--- src/clk_ctrl_pkg.sv ---
// Constants shared by the clock switch and wakeup control design.
package clk_ctrl_pkg;
   // =========================================================
   // Clock mode register layout
   localparam int          SEL_HI   = 7;
   localparam int          SEL_LO   = 5;
   localparam int          HIGH_EN  = 4;
   localparam int          LOW_EN   = 2;
   localparam int          WDT_EN   = 1;
   localparam int          RST_PIN  = 0;
   localparam logic [7:0]  CLOCK_MODE_REG_RESET     = 8'hf6;
   localparam logic [7:0]  CLOCK_MODE_REG_HI_DIV2   = 8'h36;
   localparam logic [7:0]  CLOCK_MODE_REG_XTAL_KEEP = 8'ha6;
   localparam logic [2:0]  SRC_HIGH_DIV2   = 3'h1;
   localparam logic [2:0]  SRC_HIGH_DIV4   = 3'h2;
   localparam logic [2:0]  SRC_CRYSTAL     = 3'h5;
   localparam logic [2:0]  SRC_LOW_RC      = 3'h7;
   // =========================================================
   // Crystal control and auxiliary control layout
   localparam int          XTAL_EN  = 7;
   localparam int          DRV_HI   = 6;
   localparam int          DRV_LO   = 5;
   localparam logic [7:0]  XTAL_RESET      = 8'h00;
   localparam int          LVR_OFF  = 2;
   localparam int          FAST_WK  = 5;
   localparam logic [7:0]  MISC_RESET      = 8'h00;
   // Synchroniser idle levels: status pins low, reset pin high, tick low.
   localparam logic [3:0]  SYNC_IDLE       = 4'h2;
   // =========================================================
   // Timing counts
   localparam int          FAST_WAKE_TICKS = 45;
   localparam int          EMU_WAKE_CYCLES = 128;
   localparam int          SLOW_WAKE_TICKS = 1024;
   localparam int          WDT_TICKS       = 256;
   localparam int          CNT_W           = 16;
   typedef enum logic [1:0] {
      PWR_RUN  = 2'b00,
      PWR_DOWN = 2'b01,
      PWR_WAKE = 2'b10
   } pwr_state_t;
endpackage

--- src/wake_if.sv ---
// Handshake between the power controller and its wakeup timer.
`timescale 1ns/100ps
`default_nettype none
interface wake_if;
   logic start;
   logic fast;
   logic rc_tick;
   logic done;
   modport ctrl  (output start, output fast, output rc_tick, input done);
   modport timer (input start, input fast, input rc_tick, output done);
endinterface
`default_nettype wire

--- src/clk_switch_ctrl.sv ---
// Clock source switching, watchdog source and power-down control.
// Behaviour
// - Writing 0x36 selects the high RC divided by two and keeps the low RC on.
// - Writing 0xa6 selects the crystal and keeps the low RC on until a later write.
// - The crystal is accepted without any check, and selecting it unsettled hangs the core.
// - Without fast wakeup, the watchdog stops while the low RC that clocks it is disabled.
// - The watchdog counts low RC periods normally and system clocks under fast wakeup.
// - Fast wakeup takes 45 low RC periods, or 128 system clocks in emulation.
// - Auxiliary bit 2 disables low-voltage reset, whose level holds only after power-on.
// - Crystal control bit 7 enables the crystal and bits 6 to 5 pick its drive band.
// - Clock mode bit 0 makes the reset-capable pin an active-low reset when it is an input.
`timescale 1ns/100ps
`default_nettype none
module clk_switch_ctrl
   import clk_ctrl_pkg::*;
#(
   parameter int WDT_LIMIT  = WDT_TICKS,
   parameter int SLOW_WAKE  = SLOW_WAKE_TICKS,
   parameter bit EMULATION  = 1'b0
) (
   // Clock and reset
   input  wire logic       sys_clk,
   input  wire logic       resetn,
   // Register writes from the core
   input  wire logic       clock_mode_reg_wr,
   input  wire logic [7:0] clock_mode_reg_wdata,
   input  wire logic       xtal_wr,
   input  wire logic [7:0] xtal_wdata,
   input  wire logic       misc_wr,
   input  wire logic [7:0] misc_wdata,
   // Core events
   input  wire logic       halt_req,
   input  wire logic       wake_evt,
   input  wire logic       wdt_clear,
   input  wire logic       rst_pin_is_input,
   input  wire logic [2:0] lvr_code,
   // Pins and analog status
   input  wire logic       low_rc_tick_pin,
   input  wire logic       reset_capable_pin,
   input  wire logic       crystal_ok_pin,
   input  wire logic       por_ok_pin,
   // Register contents
   output logic [7:0]      clock_mode_reg,
   output logic [7:0]      crystal_ctrl_reg,
   output logic [7:0]      misc_reg,
   // Status and control
   output logic [2:0]      sys_src,
   output logic            wdt_running,
   output logic            wdt_reset,
   output logic            core_hang,
   output logic            powered_down,
   output logic            ext_reset_input,
   output logic            low_voltage_reset_en,
   output logic [2:0]      lvr_level
);
   logic [3:0]       meta_r;
   logic [3:0]       sync_r;
   logic             tick_prev_r;
   logic             rc_rise;
   logic [CNT_W-1:0] wdt_cnt_r;
   logic             wdt_run;
   logic             wdt_step;
   logic             fast;
   logic             bad_switch;
   pwr_state_t       state_r;
   wake_if           wk ();

   // Tells whether a source stays powered under a given mode value.
   function automatic logic src_on(input logic [2:0] s,
                                   input logic [7:0] md);
      if (s == SRC_LOW_RC)
         return md[LOW_EN];
      else if (s == SRC_HIGH_DIV2 || s == SRC_HIGH_DIV4)
         return md[HIGH_EN];
      else
         return 1'b1;
   endfunction

   // =========================================================
   // Pin synchronisers
   always_ff @(posedge sys_clk or negedge resetn) begin
      if (!resetn) begin
         // Idle levels keep a false tick edge and reset request away.
         meta_r      <= SYNC_IDLE;
         sync_r      <= SYNC_IDLE;
         tick_prev_r <= 1'b0;
      end else begin
         meta_r      <= {por_ok_pin, crystal_ok_pin, reset_capable_pin,
                         low_rc_tick_pin};
         sync_r      <= meta_r;
         tick_prev_r <= sync_r[0];
      end
   end
   assign rc_rise = sync_r[0] && !tick_prev_r;

   // =========================================================
   // Mode registers and source switching
   // A bad switch is flagged rather than blocked, since the real core
   // simply stops and nothing short of reset recovers it.
   assign bad_switch = clock_mode_reg_wr && !core_hang && (
      (clock_mode_reg_wdata[SEL_HI:SEL_LO] != clock_mode_reg[SEL_HI:SEL_LO]
       && !src_on(clock_mode_reg[SEL_HI:SEL_LO], clock_mode_reg_wdata))
      || (clock_mode_reg_wdata[SEL_HI:SEL_LO] == SRC_CRYSTAL
          && !(sync_r[2] && crystal_ctrl_reg[XTAL_EN])));

   always_ff @(posedge sys_clk or negedge resetn) begin
      if (!resetn) begin
         clock_mode_reg <= CLOCK_MODE_REG_RESET;
         sys_src        <= SRC_LOW_RC;
         core_hang      <= 1'b0;
      end else if (clock_mode_reg_wr && !core_hang) begin
         clock_mode_reg <= clock_mode_reg_wdata;
         sys_src        <= clock_mode_reg_wdata[SEL_HI:SEL_LO];
         core_hang      <= bad_switch;
      end
   end

   always_ff @(posedge sys_clk or negedge resetn) begin
      if (!resetn) begin
         crystal_ctrl_reg <= XTAL_RESET;
         misc_reg         <= MISC_RESET;
      end else begin
         if (xtal_wr)
            crystal_ctrl_reg <= xtal_wdata;
         if (misc_wr)
            misc_reg <= misc_wdata;
      end
   end

   // =========================================================
   // Watchdog
   assign fast     = misc_reg[FAST_WK];
   assign wdt_run  = clock_mode_reg[WDT_EN]
                     && (fast || clock_mode_reg[LOW_EN]);
   assign wdt_step = fast ? 1'b1 : rc_rise;

   // The count continues through power-down, so a halt with the
   // watchdog left on ends in a watchdog reset.
   always_ff @(posedge sys_clk or negedge resetn) begin
      if (!resetn) begin
         wdt_cnt_r   <= '0;
         wdt_reset   <= 1'b0;
         wdt_running <= 1'b0;
      end else begin
         wdt_reset   <= 1'b0;
         wdt_running <= wdt_run;
         if (wdt_clear || !clock_mode_reg[WDT_EN]) begin
            wdt_cnt_r <= '0;
         end else if (wdt_run && wdt_step) begin
            if (wdt_cnt_r == CNT_W'(WDT_LIMIT - 1)) begin
               wdt_cnt_r <= '0;
               wdt_reset <= 1'b1;
            end else begin
               wdt_cnt_r <= wdt_cnt_r + 1'b1;
            end
         end
      end
   end

   // =========================================================
   // Power-down and wakeup
   always_ff @(posedge sys_clk or negedge resetn) begin
      if (!resetn) begin
         state_r      <= PWR_RUN;
         powered_down <= 1'b0;
      end else begin
         case (state_r)
            PWR_RUN: begin
               if (halt_req) begin
                  state_r      <= PWR_DOWN;
                  powered_down <= 1'b1;
               end
            end
            PWR_DOWN: begin
               if (wake_evt)
                  state_r <= PWR_WAKE;
            end
            PWR_WAKE: begin
               if (wk.done) begin
                  state_r      <= PWR_RUN;
                  powered_down <= 1'b0;
               end
            end
            default: state_r <= PWR_RUN;
         endcase
      end
   end
   assign wk.start   = (state_r == PWR_DOWN) && wake_evt;
   assign wk.fast    = fast;
   assign wk.rc_tick = rc_rise;

   wakeup_timer #(
      .SLOW_TICKS (SLOW_WAKE),
      .EMULATION  (EMULATION)
   ) u_wake (
      .sys_clk (sys_clk),
      .resetn  (resetn),
      .wk      (wk.timer)
   );

   // =========================================================
   // Reset pin and low-voltage reset
   always_ff @(posedge sys_clk or negedge resetn) begin
      if (!resetn) begin
         ext_reset_input      <= 1'b0;
         low_voltage_reset_en <= 1'b0;
         lvr_level            <= 3'h0;
      end else begin
         ext_reset_input <= clock_mode_reg[RST_PIN] && rst_pin_is_input
                            && !sync_r[1];
         low_voltage_reset_en <= sync_r[3] && !misc_reg[LVR_OFF];
         if (!sync_r[3])
            lvr_level <= lvr_code;
      end
   end
endmodule // clk_switch_ctrl
`default_nettype wire

--- src/wakeup_timer.sv ---
// Wakeup delay counter for leaving power-down.
`timescale 1ns/100ps
`default_nettype none
module wakeup_timer
   import clk_ctrl_pkg::*;
#(
   parameter int FAST_TICKS = FAST_WAKE_TICKS,
   parameter int EMU_CYCLES = EMU_WAKE_CYCLES,
   parameter int SLOW_TICKS = SLOW_WAKE_TICKS,
   parameter bit EMULATION  = 1'b0
) (
   // Clock and reset
   input  wire logic sys_clk,
   input  wire logic resetn,
   // Controller side
   wake_if.timer     wk
);
   logic [CNT_W-1:0] cnt_r;
   logic             run_r;
   logic             done_r;
   logic             step;
   logic [CNT_W-1:0] target;

   // =========================================================
   // Counting
   // Under fast wakeup the emulation build counts system clocks instead of RC periods.
   always_comb begin
      step   = wk.rc_tick;
      target = CNT_W'(SLOW_TICKS - 1);
      if (wk.fast && EMULATION) begin
         step   = 1'b1;
         target = CNT_W'(EMU_CYCLES - 1);
      end else if (wk.fast) begin
         target = CNT_W'(FAST_TICKS - 1);
      end
   end

   always_ff @(posedge sys_clk or negedge resetn) begin
      if (!resetn) begin
         cnt_r  <= '0;
         run_r  <= 1'b0;
         done_r <= 1'b0;
      end else begin
         done_r <= 1'b0;
         if (wk.start) begin
            cnt_r <= '0;
            run_r <= 1'b1;
         end else if (run_r && step) begin
            if (cnt_r == target) begin
               run_r  <= 1'b0;
               done_r <= 1'b1;
            end else begin
               cnt_r <= cnt_r + 1'b1;
            end
         end
      end
   end
   assign wk.done = done_r;
endmodule // wakeup_timer
`default_nettype wire
--- config.mk ---
export PLATFORM = sky130hd
export DESIGN_NAME = clk_switch_ctrl
export DESIGN_NICKNAME = d
export VERILOG_FILES = /design/src/clk_ctrl_pkg.sv /design/src/wake_if.sv /design/src/clk_switch_ctrl.sv /design/src/wakeup_timer.sv
export SDC_FILE = /design/constraint.sdc
export NUM_CORES = 1
export LEC_CHECK = 0
export ABC_AREA = 1
export BUFFER_PORTS_ARGS = -buffer_cell sky130_fd_sc_hd__buf_4
export CELL_PAD_IN_SITES_DETAIL_PLACEMENT = 1
export CELL_PAD_IN_SITES_GLOBAL_PLACEMENT = 1
export CORE_UTILIZATION = 44
export DETAILED_ROUTE_END_ITERATION = 6
export GPL_TIMING_DRIVEN = 0
export PLACE_DENSITY_LB_ADDON = 0.1
export SLEW_MARGIN = 30
export SYNTH_ARGS = -nofsm -noshare
export SYNTH_HDL_FRONTEND = slang
export SYNTH_HIERARCHICAL = 1
export SYNTH_SLANG_ARGS = --single-unit
--- constraint.sdc ---
create_clock -name sys_clk -period 2.7 [get_ports sys_clk]
set_input_delay 0.405 -clock sys_clk [delete_from_list [all_inputs] [get_ports sys_clk]]
set_output_delay 0.405 -clock sys_clk [all_outputs]
set_load 0.03 [all_outputs]
==> results of run 1 <==
[final cells by class]
cell class                 count  area [um^2]
timing repair buffer          73          552
fill                        1076         3870
inverter                      49          184
tap                          108          135
buffer                        13         91.3
sequential                    78         1960
clock buffer                   9          124
clock inverter                 7         65.1
multi-input combinational    336         1740
[power by group through the flow]
stage	sequential [mW]	combinational, mW	clock (mW)
2_1_floorplan	1.41	0.311	0
3_3_place_gp	1.37	0.558	0
3_5_place_dp	1.37	0.585	0
4_1_cts	1.35	0.587	0.889
5_1_grt	1.37	0.634	0.926
6_report	1.35	0.575	0.865
[worst max-delay path, stage by stage, from the launching register on]
cell	delay, ns
dfrtp_1	0.39
nand2_1	0.06
nor2_1	0.27
clkinv_1	0.34
nand2_1	0.22
nand2_4	0.10
buf_6	0.16
nand2_1	0.08
o21ai_2	0.05
[routing by layer]
layer / vias to the layer above / track usage, % / wire length [um]
met5: - / 0 / 0
met4: 0 / 7.35 / 178
met3: 16 / 4.70 / 338
met2: 66 / 42.0 / 5340
met1: 1748 / 27.9 / 4350
li1: 1708 / - / -
[per-stage QoR]
step	worst slack, ns	util, %
2_1_floorplan	1.22	-
3_3_place_gp	0.837	53.4
3_5_place_dp	0.771	53.4
4_1_cts	0.903	55.6
5_1_grt	0.746	55.6
6_report	0.930	55.6
[cells in the mapped netlist, drive strengths merged]
cell type,number
nand2,140
dfrtp,70
nor2,59
inv,48
nand3,45
o21ai,28
mux2,18
nand4,16
a21oi,9
buf,9
dfstp,8
nor3,5
clkbuf,4
o21bai,3
or2,3
a21o,2
ha,2
a31o,1
clkinv,1
nand3b,1
o211ai,1
o22ai,1
o31ai,1
xor2,1
[logic make-up (layout without fill, tap and decap cells)]
kind of cell / after synthesis / in the layout / synth area share [%]
adder cells (fa/ha/maj): 2 / 2 / 0.630
buffers and inverters: 62 / 151 / 6.93
AO/OA/AOI/OAI: 46 / 46 / 7.59
multiplexers: 18 / 18 / 5.10
XOR/XNOR: 1 / 1 / 0.220
flip-flops: 78 / 78 / 49.4
AND/OR/NAND/NOR: 269 / 269 / 30.2
[worst paths after layout]
path                       depth (start not counted)  slack (ns)                          end
max                                                8        0.93  u_wake/cnt_r[6]$_DFFE_PN0P_
min                                                1        0.07        core_hang$_DFFE_PN0P_
max reg2reg                                        8        0.93  u_wake/cnt_r[6]$_DFFE_PN0P_
min reg2reg                                        0        0.36          sync_r[3]$_DFF_PN0_
max in group asynchronous                          1        2.14    wdt_cnt_r[15]$_DFFE_PN0P_
min in group sys_clk                               1        0.14          meta_r[3]$_DFF_PN0_
==> metrics.yaml, run 1 <==
clock_tree:
  h-tree-depth: 3
  numClockSinks: 78
  clk_latency_ns: 0.36
  cts_root_buffer: "clkbuf_8"
  clk_path_buf_depth: 2
  cts_tree: "yes"
  cts_hold_buffers: 0
  cts_setup_buffers: 0
  cts_buffers: 9
  cts-resized-gates: 0
  clkSlewWorstSetupHoldPaths_ns: 0.09
status:
  run_status: "completed"
route:
  firstDrtPassIters: 5
  via_per_inst: 5.26
  wl_per_cell_um: 15.2
  drt-initial-drc-count: 145
  drc: 0
  routed_wirelength_um: 10200
  antenna_left: 0
  num_vias: 3538
critical_path:
  criticalPathCategory: "reg2reg"
  crit_start: "state_r[0]$_DFFE_PN0P_"
  cp-end-kind: "register"
  path_max_fanout: 10
  worstPathArrival_ns: 2.02
  start_kind: "register"
  cp.required_ns: 2.95
  r2r-start: "state_r[0]$_DFFE_PN0P_"
power:
  cell_internal_pwr_mw: 1.83
  p_leak_nw: 2.35
  p_per_area_nw_per_um2: 576
  ir_drop_v: 0.000254
  power_frac_comb_pct: 20.6
  p_sw_share_pct: 34.3
  p_switching_uw: 958
  power.share.clock_pct: 31.0
  p_seq_share_pct: 48.4
  total_power_mw: 2.79
synth:
  synthesis.nets: 518
  ys_ff_latch: 78
  yosysWarnings: 6
  syn_inst: 476
  synth_top_area_share_pct: 44.1
  synth_area_leader_cell: "dfrtp_1"
  yosysUniqueCellTypes: 35
  synth.avg_cell_area_um2: 8.35
  ys_top_cells_by_area: "dfrtp_1 (44%), nand2_1 (12%), nand3_1 (5.4%)"
  syn_area_um2: 3970
  yosysSeqAreaShare_pct: 49.4
cells_and_area:
  final_nets: 602
  antenna_cells: 0
  area_delta_synth_final_pct: 22.0
  final_cell_mix: "nand2_1 (130), buf_4 (77), dfrtp_1 (70)"
  finalNonFillerCells: 673
  final_cell_area_um2: 4850
  reg_top3: "u_wake/cnt_r x16, wdt_cnt_r x16"
  drive_gt1_share_pct: 28.3
  mostFrequentLayoutCell: "nand2_1"
floorplan:
  fp.dieH_um: 97.0
  row_count: 34
  die_width_um: 97.0
  core_area_um2: 8720
  die_area_um2: 9420
  boundaryPins: 76
  start_util_pct: 45.6
grt:
  grt_max_degree: 79
  grt_pass1_wl_um: 17800
  grt_overflow: 0
  first_global_vias: 3775
  antenna_found_initial: 0
  grt_util_all_layers_pct: 23.4
run:
  drv_cap: 0
place:
  hpwl_um: 7480
  place_inst: 657
  port_buffers: 73
  placed_area_um2: 4660
  gp_congestion: 0.840
timing:
  finClkSkew_ns: 0.0123
  maxSlewHeadroom_pct: 52.3
  setup_viol: 0
  rsz0062_at_grt: "no"
  slew_viol_final: 0
  period_share_pct: 65.5
  min_period_ns: 1.77
  hold_viol: 0
  tightest_slew_ns: 0.716
  fin_hold_ws_ns: 0.0718
  fmax_ghz: 0.565
  tns_ns: 0
min_path:
  hold_class: "in2async"
Power figures use the tool's default switching activity.
==> inputs of run 2 (changes only) <==
CORE_UTILIZATION = 41   (was 44)
clock period = 1.7 ns   (was 2.7 ns; I/O delays follow)
==> metrics.yaml, run 2 (synthesis results as in run 1) <==
min_path:
  min-delay-start: "wdt_clear"
  hold_end: "wdt_reset$_DFF_PN0_"
  hold_class: "in2reg"  # was in2async
  worstHoldPathCells: 2
floorplan:
  die_width_um: 100  # was 97.0 um
  row_count: 35  # was 34
  core_area_um2: 9330  # was 8720 um^2
  start_util_pct: 42.6  # was 45.6%
  die_area_um2: 10100  # was 9420 um^2
  boundaryPins: 76  # unchanged
  fp.dieH_um: 100  # was 97.0 um
timing:
  tightest_slew_ns: 0.721  # was 0.716 ns
  hold_viol: 0  # unchanged
  setup_viol: 0  # unchanged
  min_period_ns: 1.57  # was 1.77 ns
  period_share_pct: 92.1  # was 65.5%
  maxSlewHeadroom_pct: 51.9  # was 52.3%
  slew_viol_final: 0  # unchanged
  fmax_ghz: 0.638  # was 0.565 GHz
  finClkSkew_ns: 0.0101  # was 0.0123 ns
cells_and_area:
  antenna_cells: 0  # unchanged
  final_cell_mix: "nand2_1 (130), buf_4 (77), dfrtp_1 (70)"  # unchanged
  reg_top3: "u_wake/cnt_r x16, wdt_cnt_r x16"  # unchanged
  finalNonFillerCells: 698  # was 673
  fillCellCount: 1146  # was 1,076
  multi_input_area_um2: 1770  # was 1740 um^2
  seq_area_um2: 1960  # unchanged
  area_delta_synth_final_pct: 25.4  # was 22.0%
  final_cell_area_um2: 4980  # was 4850 um^2
  drive_gt1_share_pct: 28.8  # was 28.3%
  final_nets: 608  # was 602
  mostFrequentLayoutCell: "nand2_1"  # unchanged
power:
  ir_drop_v: 0.000551  # was 0.000254 V
  p_leak_nw: 2.40  # was 2.35 nW
  p_per_area_nw_per_um2: 925  # was 576 nW/um^2
status:
  run_status: "completed"  # unchanged
critical_path:
  slowest_stage: "dfrtp_1"  # unchanged
  criticalPathCategory: "reg2reg"  # unchanged
  cp-end-kind: "register"  # unchanged
  crit_path_max_incr_delay_ns: 0.44  # was 0.39 ns
  r2r-start: "wdt_cnt_r[1]$_DFFE_PN0P_"  # was state_r[0]$_DFFE_PN0P_
  cp.required_ns: 1.94  # was 2.95 ns
  crit_chain: "ha_4, nand2_1, nor3_4, nand2_2, nand2_2, nand2_4, nand2_1, nor2_1"  # was nand2_1, nor2_1, clkinv_1, nand2_1, nand2_4, buf_6, nand2_1, o21ai_2
  worst-r2r-setup-slack_ns: 0.13  # was 0.93 ns
  r2r-end: "wdt_cnt_r[2]$_DFFE_PN0P_"  # was u_wake/cnt_r[6]$_DFFE_PN0P_
  start_kind: "register"  # unchanged
  path_max_fanout: 7  # was 10
  ff2ff_path_depth: 8  # unchanged
  worstPathArrival_ns: 1.81  # was 2.02 ns
route:
  antenna_left: 0  # unchanged
  drt-initial-drc-count: 86  # was 145
  via_per_inst: 5.04  # was 5.26
  routed_wirelength_um: 10700  # was 10,200 um
  wl_per_cell_um: 15.3  # was 15.2 um
  firstDrtPassIters: 4  # was 5
  drc: 0  # unchanged
  num_vias: 3517  # was 3,538
grt:
  first_global_vias: 3793  # was 3,775
  grt_util_all_layers_pct: 22.7  # was 23.4%
  grt_max_degree: 79  # unchanged
  antenna_found_initial: 0  # unchanged
  grt_overflow: 0  # unchanged
  grt_pass1_wl_um: 18000  # was 17,800 um
run:
  drv_cap: 0  # unchanged
place:
  gp_congestion: 0.830  # was 0.840
  hpwl_um: 7650  # was 7480 um
  placed_area_um2: 4690  # was 4660 um^2
  place_inst: 678  # was 657
  port_buffers: 73  # unchanged
clock_tree:
  h-tree-depth: 3  # unchanged
  cts_setup_buffers: 0  # unchanged
  cts_tree: "yes"  # unchanged
  clk_path_buf_depth: 2  # unchanged
  clk_latency_ns: 0.36  # about the same
  clkSlewWorstSetupHoldPaths_ns: 0.08  # was 0.09 ns
  numClockSinks: 78  # unchanged
  cts_buffers: 9  # unchanged
  cts_root_buffer: "clkbuf_8"  # unchanged
## run 2: final cells by class
class,count,area share [%]
timing repair buffer,78,12.1
buffer,13,1.86
clock buffer,10,2.76
tap,129,3.24
clock inverter,4,1.46
inverter,49,3.71
sequential,78,39.4
multi-input combinational,337,35.5
## run 2: worst max-delay path, delay by kind of cell (launching register included)
kind / cells / cell delay [ns]
flops: 1 / 0.44
fa+ha+maj: 1 / 0.20
simple gates: 7 / 0.81
## run 2: what timing repair did
action / CTS / global route
hold buffers: 5 / 0
pin swaps: 0 / 1
endpoints found under the setup margin: 16 / 25
cloned: 0 / 1
gates resized for setup: 1 / 8
hold endpoints to repair: 74 / 0
## run 2: how the worst max path moves through the flow
stage	slack [ns]	depth (start not counted)	start	end
global route	-0.008	8	wdt_cnt_r[1]$_DFFE_PN0P_	wdt_cnt_r[6]$_DFFE_PN0P_
floorplan	0.22	6	clock_mode_reg[1]$_DFFE_PN1P_	wdt_cnt_r[9]$_DFFE_PN0P_
finish	0.13	8	wdt_cnt_r[1]$_DFFE_PN0P_	wdt_cnt_r[2]$_DFFE_PN0P_
detailed placement	-0.05	5	state_r[1]$_DFFE_PN0P_	u_wake/cnt_r[3]$_DFFE_PN0P_
CTS	0.01	6	u_wake/cnt_r[0]$_DFFE_PN0P_	u_wake/cnt_r[6]$_DFFE_PN0P_
global placement	-0.03	5	state_r[1]$_DFFE_PN0P_	u_wake/cnt_r[9]$_DFFE_PN0P_
## run 2: report_power, final
part	switching (mW)	internal, mW	leakage (nW)
clock network	0.684	0.849	0.104
logic	0.562	0.369	1.32
registers	0.155	1.99	0.975
total	1.40	3.21	2.40
## run 2: metal layers
metal  global-route usage, %  vias up  share of wire (%)
met3                    5.89       15                5.0
met2                    40.1       71                 50
met1                    27.3     1711                 43
met4                    6.13        0                1.4
met5                       0        -                  0
li1                        -     1720                  -
## run 2: metrics by stage
step	setup slack [ns]	setup TNS (ns)	total power, mW	util [%]	hold WS, ns
after CTS	0.0122	0	4.65	53.1	0.0460
final	0.134	0	4.61	53.4	0.0579
after global placement	-0.0281	-0.157	3.05	50.2	0.334
after global routing	-0.00759	-0.00759	4.84	53.4	0.0553
after floorplan	0.224	0	2.73	-	-0.0406
after detailed placement	-0.0548	-0.362	3.10	50.2	0.342
==> inputs of run 3 (changes only) <==
CORE_UTILIZATION = 44   (was 41)
clock period = 1.95 ns   (was 1.7 ns; I/O delays follow)
==> metrics.yaml, run 3 (synthesis results as in run 1) <==
min_path:
  hold_class: "in2reg"  # unchanged
cells_and_area:
  antenna_cells: 0  # unchanged
  area_delta_synth_final_pct: 22.3  # was 25.4%
  reg_top3: "u_wake/cnt_r x16, wdt_cnt_r x16"  # unchanged
  drive_gt1_share_pct: 28.4  # was 28.8%
  final_cell_mix: "nand2_1 (130), buf_4 (77), dfrtp_1 (70)"  # unchanged
  mostFrequentLayoutCell: "nand2_1"  # unchanged
  final_nets: 603  # was 608
power:
  power.share.clock_pct: 31.0  # was 33.2%
  p_seq_share_pct: 48.4  # was 46.6%
  total_power_mw: 3.87  # was 4.61 mW
  p_leak_nw: 2.35  # was 2.40 nW
  p_switching_mw: 1.33  # was 1.40 mW
  p_sw_share_pct: 34.3  # was 30.4%
  ir_drop_v: 0.000352  # was 0.000551 V
  p_per_area_nw_per_um2: 796  # was 925 nW/um^2
  power_frac_comb_pct: 20.7  # was 20.2%
  cell_internal_pwr_mw: 2.54  # was 3.21 mW
timing:
  tns_ns: 0  # unchanged
  min_period_ns: 1.71  # was 1.57 ns
  finClkSkew_ns: 0.0125  # was 0.0101 ns
  setup_viol: 0  # unchanged
  tightest_slew_ns: 0.714  # was 0.721 ns
  slew_viol_final: 0  # unchanged
  final.setup.worst_slack_ns: 0.243  # was 0.134 ns
  rsz0062_at_grt: "no"
  hold_viol: 0  # unchanged
  period_share_pct: 87.5  # was 92.1%
  maxSlewHeadroom_pct: 52.4  # was 51.9%
  fin_hold_ws_ns: 0.0263  # was 0.0579 ns
  fmax_ghz: 0.586  # was 0.638 GHz
clock_tree:
  numClockSinks: 78  # unchanged
  cts_buffers: 9  # unchanged
  clk_latency_ns: 0.36  # about the same
  h-tree-depth: 3  # unchanged
  cts_tree: "yes"  # unchanged
  cts_root_buffer: "clkbuf_8"  # unchanged
  clk_path_buf_depth: 2  # unchanged
  cts_setup_buffers: 0  # unchanged
  clkSlewWorstSetupHoldPaths_ns: 0.10  # was 0.08 ns
place:
  hpwl_um: 7480  # was 7650 um
  port_buffers: 73  # unchanged
  pre_cts_ws_ns: 0.133  # was -0.0548 ns
  gp_congestion: 0.840  # was 0.830
grt:
  grt_util_all_layers_pct: 23.4  # was 22.7%
  grt_pass1_wl_um: 17900  # was 18,000 um
  grt_overflow: 0  # unchanged
  first_global_vias: 3781  # was 3,793
  grt_max_degree: 79  # unchanged
  antenna_found_initial: 0  # unchanged
route:
  routed_wirelength_um: 10200  # was 10,700 um
  antenna_left: 0  # unchanged
  num_vias: 3532  # was 3,517
  wl_per_cell_um: 15.2  # was 15.3 um
  drt-initial-drc-count: 133  # was 86
  drc: 0  # unchanged
  via_per_inst: 5.24  # was 5.04
  firstDrtPassIters: 5  # was 4
floorplan:
  die_area_um2: 9420  # was 10,100 um^2
  row_count: 34  # was 35
  die_width_um: 97.0  # was 100 um
  boundaryPins: 76  # unchanged
  fp.dieH_um: 97.0  # was 100 um
  core_area_um2: 8720  # was 9330 um^2
  start_util_pct: 45.6  # was 42.6%
critical_path:
  start_kind: "register"  # unchanged
  cp-end-kind: "register"  # unchanged
  path_max_fanout: 10  # was 7
  worst-r2r-setup-slack_ns: 0.24  # was 0.13 ns
  cp.required_ns: 2.23  # was 1.94 ns
  criticalPathCategory: "reg2reg"  # unchanged
  worstPathArrival_ns: 1.99  # was 1.81 ns
status:
  run_status: "completed"  # unchanged
run:
  drv_cap: 0  # unchanged
==> run 3: cell types whose count changed in the layout (fill, tap and decap cells not counted), sizes merged <==
cell         delta
dlygate4sd3     -4
clkbuf          -1
inv             +5
bufinv          -2
nor2            -1
==> run 3: per-layer routing <==
layer,track usage (%),up-vias,share of wire [%]
li1,-,1710,-
met1,27.9,1739,42
met2,42.2,65,52
met3,4.70,18,3.4
met4,7.35,0,1.9
met5,0,-,0
==> run 3: path summary, 6_finish.rpt <==
path                                             start                      endpoint  depth (start not counted)
max                        u_wake/cnt_r[0]$_DFFE_PN0P_  u_wake/cnt_r[12]$_DFFE_PN0P_                          7
min                                         por_ok_pin           meta_r[3]$_DFF_PN0_                          1
max reg2reg                u_wake/cnt_r[0]$_DFFE_PN0P_  u_wake/cnt_r[12]$_DFFE_PN0P_                          7
min reg2reg                        meta_r[3]$_DFF_PN0_           sync_r[3]$_DFF_PN0_                          0
max in group asynchronous                       resetn     wdt_cnt_r[15]$_DFFE_PN0P_                          2
min in group asynchronous                       resetn         core_hang$_DFFE_PN0P_                          2
==> run 3: critical path: stages, from the launching register on <==
cell	delay, ns
dfrtp_1	0.50
ha_1	0.25
nand3_2	0.11
nor2_2	0.34
nand3_1	0.14
nand2_1	0.09
nand3_1	0.06
o21ai_1	0.13
==> run 3: stage by stage <==
step                      util [%]  cell area [um^2]  std cells
after floorplan                  -              3970        476
after global placement        53.4              4660        657
after detailed placement      53.4              4660        657
after CTS                     55.7              4860        674
after global routing          55.7              4860        674
final                         55.7              4860        674
==> run 3: power by group through the flow <==
stage	Sequential (mW)	Clock (mW)	Combinational [mW]
finish	1.87	1.20	0.799
global placement	1.89	0	0.772
global route	1.89	1.28	0.881
CTS	1.87	1.23	0.815
floorplan	1.95	0	0.430
detailed placement	1.90	0	0.809
==> run 3: timing repair <==
action	CTS	global route
endpoints found under the setup margin	0	2
hold buffers	1	0
hold endpoints to repair	21	0
resized for setup	0	1
==> run 3: cell type report <==
class / count / area (um^2)
flip-flops and latches: 78 / 1960
clock buffers: 9 / 124
inverters: 49 / 184
clock inverters: 7 / 65.1
repair buffers: 74 / 562
fillers: 1075 / 3860
well taps: 108 / 135
multi-input cells: 336 / 1740
plain buffers: 13 / 91.3
